$ cat src/pve_pkg.sv
// Purpose: constants and carriers for one phase voltage protection element
// Assumes: 50 MHz pclk, APB register access, 16-bit measured magnitudes
// Notes:   per-unit fields are scaled by 1024
//
// Summary of operation
// [RL1] ground connection: message n is phase n
// [RL2] line connection: messages are 1-2, 2-3, 3-1
// [RL3] mode selects under- or overvoltage, average variant
// [RL4] method picks fundamental or true rms
// [RL5] method may pick ten-minute sliding average instead
// [RL6] measuring mode sets nominal reference, secondary/root3
// [RL7] line connection forces phase-to-phase reference
// [RL8] minimum-current check only undervoltage, needs enable
// [RL9] all currents below minimum blocks undervoltage
// [RL10] current back: unblock after release delay
// [RL11] voting: one, two or all three phases
// [RL12] settable dropout ratio gives hysteresis
// [RL13] overvoltage releases at 97 percent or lower
// [RL14] undervoltage releases at 103 percent or higher
// [RL15] trip delay timed from threshold crossing
// [RL16] under acts on falling, over on rising
// [RL17] undervoltage trip delay is settable
// [RL18] external block suppresses undervoltage tripping
// [RL19] circuit supervision plus fuse failure blocks undervoltage
// [RL20] timer restarts on dropout, trip clears then
package pve_pkg;
	// register byte offsets
	localparam logic [7:0] OFS_CTRL   = 8'h00;
	localparam logic [7:0] OFS_VTSEC  = 8'h04;
	localparam logic [7:0] OFS_THR    = 8'h08;
	localparam logic [7:0] OFS_RATIO  = 8'h0c;
	localparam logic [7:0] OFS_TDLY   = 8'h10;
	localparam logic [7:0] OFS_IMIN   = 8'h14;
	localparam logic [7:0] OFS_IDLY   = 8'h18;
	localparam logic [7:0] OFS_STATUS = 8'h1c;
	// control field positions
	localparam int CB_EN    = 0;
	localparam int CB_OVER  = 1;
	localparam int CB_METH  = 2;  // two bits
	localparam int CB_VTPP  = 4;
	localparam int CB_MMPP  = 5;
	localparam int CB_VOTE  = 6;  // two bits
	localparam int CB_IMEN  = 8;
	localparam int CB_MCS   = 9;
	// reset values
	localparam logic [9:0]  RST_CTRL  = 10'h000;
	localparam logic [15:0] RST_VTSEC = 16'h0064;
	localparam logic [15:0] RST_THR   = 16'h0400;
	localparam logic [15:0] RST_RATIO = 16'h03e1;
	localparam logic [15:0] RST_TDLY  = 16'h0064;
	localparam logic [15:0] RST_IMIN  = 16'h0000;
	localparam logic [15:0] RST_IDLY  = 16'h0064;
	// fixed hysteresis limits, 97 and 103 percent of 1024
	localparam logic [15:0] RATIO_OV_MAX = 16'h03e1;
	localparam logic [15:0] RATIO_UV_MIN = 16'h041f;
	// one over root three, times 1024
	localparam logic [15:0] INV_SQRT3 = 16'h024f;
	// timing: delays are counted in milliseconds
	localparam int CLK_NS   = 20;
	localparam int MS_NS    = 1000000;
	localparam int TICK_CYC = MS_NS / CLK_NS;
	localparam int AVG_WIN_MIN = 10;  // average window, built upstream
	// measuring methods and voting
	typedef enum logic [1:0] {
		METH_FUND = 2'b00,
		METH_RMS  = 2'b01,
		METH_AVG  = 2'b10
	} pve_meth_t;
	typedef enum logic [1:0] {
		VOTE_ONE = 2'b00,
		VOTE_TWO = 2'b01,
		VOTE_ALL = 2'b10
	} pve_vote_t;
	typedef enum logic [1:0] {
		ST_IDLE   = 2'b00,
		ST_TIMING = 2'b01,
		ST_TRIP   = 2'b10
	} pve_state_t;
	// three magnitudes, index 0 is phase 1 (or line 1-2)
	typedef logic [2:0][15:0] pve_tri_t;
	typedef struct packed {
		pve_tri_t fund;
		pve_tri_t rms;
		pve_tri_t avg;
		pve_tri_t cur;
	} pve_meas_t;
	typedef struct packed {
		logic [2:0] pickup;
		logic [2:0] trip;
	} pve_msg_t;
endpackage

$ cat src/pve_element.sv
// Purpose: one over/undervoltage element with voting, hysteresis, delays
// Assumes: measured values synchronous to pclk, line or phase per setting
// Notes:   registers answer two cycles after setup, pready registered
`timescale 1ns/100ps
`default_nettype none
module pve_element
#(
	parameter int TICK_CYC = pve_pkg::TICK_CYC
)
(
	// clock and reset
	input  wire logic              pclk,
	input  wire logic              presetn,
	// apb slave
	input  wire logic              psel,
	input  wire logic              penable,
	input  wire logic              pwrite,
	input  wire logic [7:0]        paddr,
	input  wire logic [31:0]       pwdata,
	output var  logic [31:0]       prdata,
	output var  logic              pready,
	output var  logic              pslverr,
	// measurements and blocking
	input  wire pve_pkg::pve_meas_t meas,
	input  wire logic              ext_block,
	input  wire logic              fuse_fail,
	// messages
	output var  pve_pkg::pve_msg_t msg
);
	import pve_pkg::*;
	logic [9:0]  ctrl;       // mode and option bits
	logic [15:0] transformer_secondary_voltage; // secondary rating
	logic [15:0] thr_pu;     // threshold, per unit of reference
	logic [15:0] ratio;      // dropout ratio, per 1024
	logic [15:0] tdly;       // trip delay in ms
	logic [15:0] imin_thr;   // minimum current
	logic [15:0] imin_dly;   // release delay in ms
	logic [9:0]  next_ctrl;
	logic [15:0] next_transformer_secondary_voltage, next_thr_pu, next_ratio;
	logic [15:0] next_tdly, next_imin_thr, next_imin_dly;
	logic [31:0] next_prdata;
	logic        next_pready, next_pslverr;
	// decoded settings
	logic en, over, vt_pp, mm_pp, im_en, mcs;
	pve_meth_t meth;
	pve_vote_t vote;
	assign en    = ctrl[CB_EN];
	assign over  = ctrl[CB_OVER];                                   // RL3
	assign meth  = pve_meth_t'(ctrl[CB_METH+:2]);
	assign vt_pp = ctrl[CB_VTPP];
	assign mm_pp = ctrl[CB_MMPP];
	assign vote  = pve_vote_t'(ctrl[CB_VOTE+:2]);
	assign im_en = ctrl[CB_IMEN] && !over;                          // RL8
	assign mcs   = ctrl[CB_MCS];
	// millisecond enable pulse, one cycle wide
	logic [31:0] tick_cnt, next_tick_cnt;
	logic        tick;
	assign tick = (tick_cnt == 32'(TICK_CYC - 1));
	always_comb
	begin
		next_tick_cnt = tick ? 32'h0 : tick_cnt + 32'h1;
	end
	always_ff @(posedge pclk or negedge presetn)
	begin
		if (!presetn)
			tick_cnt <= 32'h0;
		else
			tick_cnt <= next_tick_cnt;
	end
	// reference and levels; line connection overrides measuring mode
	logic [15:0] nominal_voltage_ref, thr, rat_eff;
	logic [31:0] prod_nom, prod_thr, prod_drop;
	logic [16:0] drop;
	always_comb
	begin
		prod_nom = transformer_secondary_voltage * INV_SQRT3;
		if (vt_pp || mm_pp)
			nominal_voltage_ref = transformer_secondary_voltage; // RL6 RL7
		else
			nominal_voltage_ref = prod_nom[25:10];               // RL6
		prod_thr = thr_pu * nominal_voltage_ref;
		thr = prod_thr[25:10];
		// the set ratio may only widen the mandatory hysteresis
		if (over)
			rat_eff = (ratio > RATIO_OV_MAX) ? RATIO_OV_MAX : ratio;   // RL13
		else
			rat_eff = (ratio < RATIO_UV_MIN) ? RATIO_UV_MIN : ratio;   // RL14
		prod_drop = thr * rat_eff;                                      // RL12
		drop = prod_drop[26:10];
	end
	// quantity under test, channel n feeds message n
	pve_tri_t vsel;
	always_comb
	begin
		case (meth)
			METH_RMS: vsel = meas.rms;                                  // RL4
			METH_AVG: vsel = meas.avg;                                  // RL5
			default:  vsel = meas.fund;                                 // RL4
		endcase
	end
	// per-phase pickup flags with hysteresis
	logic [2:0] flag, next_flag;
	generate
		for (genvar g = 0; g < 3; g++)
		begin : g_ph
			always_comb
			begin
				if (!en)
					next_flag[g] = 1'b0;
				else if (over)                                          // RL16
					next_flag[g] = flag[g] ? ({1'b0, vsel[g]} > drop)
						: (vsel[g] > thr);                                  // RL13
				else
					next_flag[g] = flag[g] ? ({1'b0, vsel[g]} < drop)
						: (vsel[g] < thr);                                  // RL14
			end
		end
	endgenerate
	always_ff @(posedge pclk or negedge presetn)
	begin
		if (!presetn)
			flag <= 3'h0;
		else
			flag <= next_flag;
	end
	// voting over the three flags
	function automatic logic voted(input logic [2:0] f, input pve_vote_t v);
		logic [1:0] n;
		n = {1'b0, f[0]} + {1'b0, f[1]} + {1'b0, f[2]};
		case (v)
			VOTE_TWO: voted = (n >= 2'd2);
			VOTE_ALL: voted = (n == 2'd3);
			default:  voted = (n != 2'd0);
		endcase
	endfunction
	// minimum-current block and its release delay
	logic        imin_blk, next_imin_blk, all_low;
	logic [15:0] rel_cnt, next_rel_cnt;
	assign all_low = (meas.cur[0] < imin_thr) && (meas.cur[1] < imin_thr)
		&& (meas.cur[2] < imin_thr);
	always_comb
	begin
		next_imin_blk = imin_blk;
		next_rel_cnt  = 16'h0;    // counts only while blocked
		if (!im_en)
			next_imin_blk = 1'b0;                                       // RL8
		else if (all_low)
			next_imin_blk = 1'b1;                                       // RL9
		else if (imin_blk)
		begin
			// a reclosing breaker must not see an instant trip
			if (rel_cnt >= imin_dly)
				next_imin_blk = 1'b0;                                   // RL10
			else
				next_rel_cnt = rel_cnt + {15'h0, tick};                 // RL10
		end
	end
	always_ff @(posedge pclk or negedge presetn)
	begin
		if (!presetn)
		begin
			imin_blk <= 1'b0;
			rel_cnt  <= 16'h0;
		end
		else
		begin
			imin_blk <= next_imin_blk;
			rel_cnt  <= next_rel_cnt;
		end
	end
	// undervoltage blocking sources; overvoltage is never blocked here
	logic blk, pick;
	assign blk  = !over && (ext_block || (mcs && fuse_fail) || imin_blk); // RL18 RL19
	assign pick = voted(flag, vote) && !blk;                        // RL11
	// trip delay state machine
	pve_state_t st, next_st;
	logic [15:0] tcnt, next_tcnt;
	always_comb
	begin
		next_st   = st;
		next_tcnt = tcnt;
		case (st)
			ST_IDLE:
			begin
				next_tcnt = 16'h0;
				if (pick)
					next_st = ST_TIMING;                                // RL15
			end
			ST_TIMING:
			begin
				if (!pick)
					next_st = ST_IDLE;                                  // RL20
				else if (tcnt >= tdly)
					next_st = ST_TRIP;                                  // RL15 RL17
				else if (tick)
					next_tcnt = tcnt + 16'h1;
			end
			ST_TRIP:
			begin
				if (!pick)
					next_st = ST_IDLE;                                  // RL20
			end
			default: next_st = ST_IDLE;  // idle then clears the count
		endcase
	end
	always_ff @(posedge pclk or negedge presetn)
	begin
		if (!presetn)
		begin
			st   <= ST_IDLE;
			tcnt <= 16'h0;
		end
		else
		begin
			st   <= next_st;
			tcnt <= next_tcnt;
		end
	end
	// messages: index follows the input channel in both connections
	pve_msg_t next_msg;
	always_comb
	begin
		next_msg.pickup = pick ? flag : 3'h0;                           // RL1 RL2
		next_msg.trip   = (next_st == ST_TRIP && next_flag != 3'h0 && pick)
			? flag : 3'h0;                                              // RL1 RL2
	end
	always_ff @(posedge pclk or negedge presetn)
	begin
		if (!presetn)
			msg <= '0;
		else
			msg <= next_msg;
	end
	// apb: access phase lasts two cycles, write lands with pready
	logic acc, hit;
	assign acc = psel && penable && pready;
	always_comb
	begin
		next_ctrl = ctrl;
		next_transformer_secondary_voltage = transformer_secondary_voltage;
		next_thr_pu = thr_pu;
		next_ratio = ratio;
		next_tdly = tdly;
		next_imin_thr = imin_thr;
		next_imin_dly = imin_dly;
		next_pready = psel && penable && !pready;
		hit = (paddr[1:0] == 2'b00) && (paddr <= OFS_STATUS);
		next_pslverr = next_pready && !hit;
		next_prdata = 32'h0;
		if (next_pready)
		begin
			case (paddr)
				OFS_CTRL:   next_prdata = {22'h0, ctrl};
				OFS_VTSEC:  next_prdata = {16'h0,
					transformer_secondary_voltage};
				OFS_THR:    next_prdata = {16'h0, thr_pu};
				OFS_RATIO:  next_prdata = {16'h0, ratio};
				OFS_TDLY:   next_prdata = {16'h0, tdly};
				OFS_IMIN:   next_prdata = {16'h0, imin_thr};
				OFS_IDLY:   next_prdata = {16'h0, imin_dly};
				OFS_STATUS: next_prdata = {25'h0, imin_blk, blk,
					st == ST_TRIP, pick, flag};
				default:    next_prdata = 32'h0;
			endcase
		end
		if (acc && pwrite)
		begin
			case (paddr)
				OFS_CTRL:  next_ctrl = pwdata[9:0];
				OFS_VTSEC: next_transformer_secondary_voltage = pwdata[15:0];
				OFS_THR:   next_thr_pu = pwdata[15:0];
				OFS_RATIO: next_ratio = pwdata[15:0];
				OFS_TDLY:  next_tdly = pwdata[15:0];
				OFS_IMIN:  next_imin_thr = pwdata[15:0];
				OFS_IDLY:  next_imin_dly = pwdata[15:0];
				default:   next_ctrl = ctrl;
			endcase
		end
	end
	always_ff @(posedge pclk or negedge presetn)
	begin
		if (!presetn)
		begin
			ctrl <= RST_CTRL;
			transformer_secondary_voltage <= RST_VTSEC;
			thr_pu <= RST_THR;
			ratio <= RST_RATIO;
			tdly <= RST_TDLY;
			imin_thr <= RST_IMIN;
			imin_dly <= RST_IDLY;
			prdata <= 32'h0;
			pready <= 1'b0;
			pslverr <= 1'b0;
		end
		else
		begin
			ctrl <= next_ctrl;
			transformer_secondary_voltage <=
				next_transformer_secondary_voltage;
			thr_pu <= next_thr_pu;
			ratio <= next_ratio;
			tdly <= next_tdly;
			imin_thr <= next_imin_thr;
			imin_dly <= next_imin_dly;
			prdata <= next_prdata;
			pready <= next_pready;
			pslverr <= next_pslverr;
		end
	end
endmodule
`default_nettype wire

$ cat config.mk
export PLATFORM = sky130hd
export DESIGN_NAME = pve_element
export DESIGN_NICKNAME = d
export VERILOG_FILES = /design/src/pve_pkg.sv /design/src/pve_element.sv
export SDC_FILE = /design/constraint.sdc
export NUM_CORES = 2
export LEC_CHECK = 0
export ABC_AREA = 1
export BUFFER_PORTS_ARGS = -buffer_cell sky130_fd_sc_hd__buf_4
export CAP_MARGIN = 20
export CORE_AREA = 2 2 269 271
export DETAILED_ROUTE_END_ITERATION = 10
export DIE_AREA = 0 0 271 273
export SLEW_MARGIN = 0
export SYNTH_ARGS = -nofsm -noshare
export SYNTH_HDL_FRONTEND = slang
export SYNTH_SLANG_ARGS = --single-unit
$ cat constraint.sdc
create_clock -name pclk -period 39.9 [get_ports pclk]
set_clock_uncertainty 0.1 [all_clocks]
set_input_delay 0 -clock pclk [delete_from_list [all_inputs] [get_ports pclk]]
set_output_delay 0 -clock pclk [all_outputs]
set_load 0.02 [all_outputs]
==> run metrics <==
Total Routing Usage GR=0.267; fraction of layout cells with a size suffix above 1=0.0882; commonest register cell after synthesis=sky130_fd_sc_hd__dfrtp_1; required time at the worst-slack endpoint=40.18 ns; latest clock arrival within the worst-skew pair=0.45 ns; area share of the largest cell type after synthesis=0.255; number of buffers added on ports=246; number of max-cap violations=0; via count of the first global-routing pass=about 29000; worst slack, placed=20.75 ns; number of antenna diodes=0; fraction of the yosys area taken by sequential cells=0.155; total of warnings raised by yosys=0; total congestion overflow=0; number of core rows=roughly 100; drt total wl=97.3 mm; most common library cells after synthesis=sky130_fd_sc_hd__inv_1 (931), sky130_fd_sc_hd__nand2_1 (760), sky130_fd_sc_hd__fa_1 (414); number of ports placed on the die boundary=279; number of unique standard cell types used by synthesis=63; DRC violation total after the first TritonRoute iteration=2040; Resize count post-CTS=0; hold slack=-0.0109 ns; area leader, netlist=sky130_fd_sc_hd__fa_1; critical-path maximum fanout=14; cts bufs inserted=17; total DRC errors in the routed layout=0; Clock H-tree levels=4; Pwr per Cell Area=between 10 and 15 nW/um^2; sort of element at the end of the critical path=register; Final Instance Area=36100 sq um; leakage dissipation=18.5 nW; average footprint of a synthesized cell=7.77 sq um; violations in the final reports=hold timing; RSZ-0062 raised after global routing=no; Clock Tree Root=sky130_fd_sc_hd__clkbuf_16; fraction of registers with async set/reset=1.00; largest voltage drop on the vdd net=0.0220 mV; Setup Viol. Count Final=0; clock edge transition at the registers on the reported setup and hold paths=0.08 ns; hold bufs inserted after CTS=19; endpoint arrival time on the critical path=19.65 ns; clock tree from TritonCTS=built; count of state elements after synthesis=200; Final Cycle Share=0.486; post-layout power=0.000444 W; number of clock sinks=200; kind of start point of the critical path=register; headroom to the max-slew limit=0.226; Filler Cells Inserted=7062; count of flip-flops with a built-in enable after synthesis=0; starting utilization of the core area=0.457; Post-layout nets=5433; pin count of the biggest net entering global routing=approximately 100; FF-to-FF Start=transformer_secondary_voltage[8]; run status=finished, violations left; mean number of vias per cell=approximately 5.3; routability congestion estimate from global placement=0.913; worst setup path class=register to register; number of instances in the synthesized netlist=approximately 4200; worst min path class=input pin to register; most frequent cell after synthesis=sky130_fd_sc_hd__inv_1; Sum Neg Setup Slack=0 ns; total standard cell area after synthesis=32500 sq um; Die ar.=74000 sq um; Min-Delay Startpoint=pwdata[0]; Synth area leaders=sky130_fd_sc_hd__fa_1 (26%), sky130_fd_sc_hd__ha_1 (15%), sky130_fd_sc_hd__dfrtp_1 (14%), sky130_fd_sc_hd__inv_1 (11%), sky130_fd_sc_hd__nand2_1 (8.8%); Achievable Freq=0.0516 GHz; Max Buffers Root-to-Sink=2; area of the core=approximately 70000 sq um; number of antenna violations at the first check in global routing=1; post-CTS setup buffer count=0; final critical-path setup slack=~20 ns; instance area after placement=35300 sq um; combined area of the multi-input logic cells=23400 sq um; area overhead of the layout relative to synthesis=11.1%; routed wirelength normalized by instance count=around 18 um; Worst path slowest cell=sky130_fd_sc_hd__dfrtp_1; vertical die dimension=273 um; horizontal die dimension=271 um; antenna-violating nets left=0; Worst Tran Pin Value=1.15 ns; worst reg-to-reg setup slack=20.52 ns; largest stage delay on the critical path=0.66 ns; startpoint of the most critical setup path=transformer_secondary_voltage[8]; minimum period implied by the final worst setup slack=19.38 ns; first-pass GRT wire length=156 mm; count of final max-slew check failures=0; Crit path top cell by count=sky130_fd_sc_hd__inv_1; via count=28400; area used by sequential logic in the layout=5020 sq um; detailed-routing iteration count for the pre-antenna-repair pass=8; final hold violation count=3; HPWL after detailed placement=79.2 mm
power by group:
group	total, W	leakage (nW)	internal (W)	switching, W
combinational	0.0000606	15.5	0.0000269	0.0000337
sequential	0.000204	2.72	0.000203	0.000000811
clock	0.000180	0.287	0.0000947	0.0000851
total	0.000444	18.5	0.000325	0.000120
sequential cells by signal (all words and copies together), names as in the netlist, 2 cells and up:
signal and count:
tick_cnt 32, imin_dly 16, imin_thr 16, prdata 16, ratio 16, rel_cnt 16, tcnt 16, tdly 16
thr_pu 16, transformer_secondary_voltage 16, ctrl 10, msg 6, flag 3, st 2
layout by cell type (no fill, tap or decap), types with 21 or more instances in the layout:
cell	synthesis	layout
sky130_fd_sc_hd__fa_1	414	414
sky130_fd_sc_hd__nor4_1	21	21
sky130_fd_sc_hd__dfrtp_1	184	184
sky130_fd_sc_hd__nand3_1	126	126
sky130_fd_sc_hd__o22ai_1	32	32
sky130_fd_sc_hd__o21ai_0	235	234
sky130_fd_sc_hd__a221o_1	48	48
sky130_fd_sc_hd__xnor2_1	22	21
sky130_fd_sc_hd__ha_1	393	391
sky130_fd_sc_hd__nor3_1	48	48
sky130_fd_sc_hd__inv_1	931	931
sky130_fd_sc_hd__nor2_1	388	388
sky130_fd_sc_hd__nand4_1	49	49
sky130_fd_sc_hd__nand2_1	760	760
sky130_fd_sc_hd__a21oi_1	175	175
sky130_fd_sc_hd__buf_4	18	272
critical path, delay by kind of cell, from the launching register on:
family                   cells  cell delay (ns)
AND/OR/NAND/NOR             25             2.61
AO/OA/AOI/OAI               16             3.41
adder cells (fa/ha/maj)     21             9.94
XOR/XNOR                     2             0.54
flip-flops                   1             0.66
buffers and inverters       20             2.05
layout make-up:
class,instances,area share
Clock buffer,19,0.0120
Clock inverter,13,0.00444
Inverter,950,0.0989
Multi-Input combinational cell,2926,0.650
Sequential cell,200,0.139
Tap cell,950,0.0330
Timing Repair Buffer,292,0.0623
final timing paths:
check | end | depth (start not counted)
worst max-delay path | msg[1] | 84
worst min-delay path | ctrl[0] | 3
worst max register to register | msg[1] | 84
worst min register to register | tick_cnt[0] | 1
max in group asynchronous | tcnt[14] | 3
min in group asynchronous | prdata[2] | 2
metal layers:
layer / up-vias / global-route usage / routed length (um) / share of wire
met5: - / 0 / 0 / 0
met4: 0 / 0.0635 / 2470 / 0.025
met3: 146 / 0.0335 / 6300 / 0.065
met2: 916 / 0.446 / 45900 / 0.47
met1: 13800 / 0.371 / 42600 / 0.44
li1: 13500 / - / - / -
through the flow:
step	cells	util
2_1_floorplan	4190	-
3_3_place_gp	5299	0.497
3_5_place_dp	5299	0.497
4_1_cts	5350	0.508
5_1_grt	5350	0.508
6_report	5350	0.508
cell families (layout without fill, tap and decap cells):
logic type               Yosys count  in the layout  synth area share
AO/OA/AOI/OAI                    600            600             0.111
XOR/XNOR                          44             44            0.0128
adder cells (fa/ha/maj)          807            807             0.407
buffers and inverters           1064           1274             0.125
flip-flops                       200            200             0.155
other                              1             16          0.000116
AND/OR/NAND/NOR                 1459           1459             0.189
(Power assumes the default switching activity.)
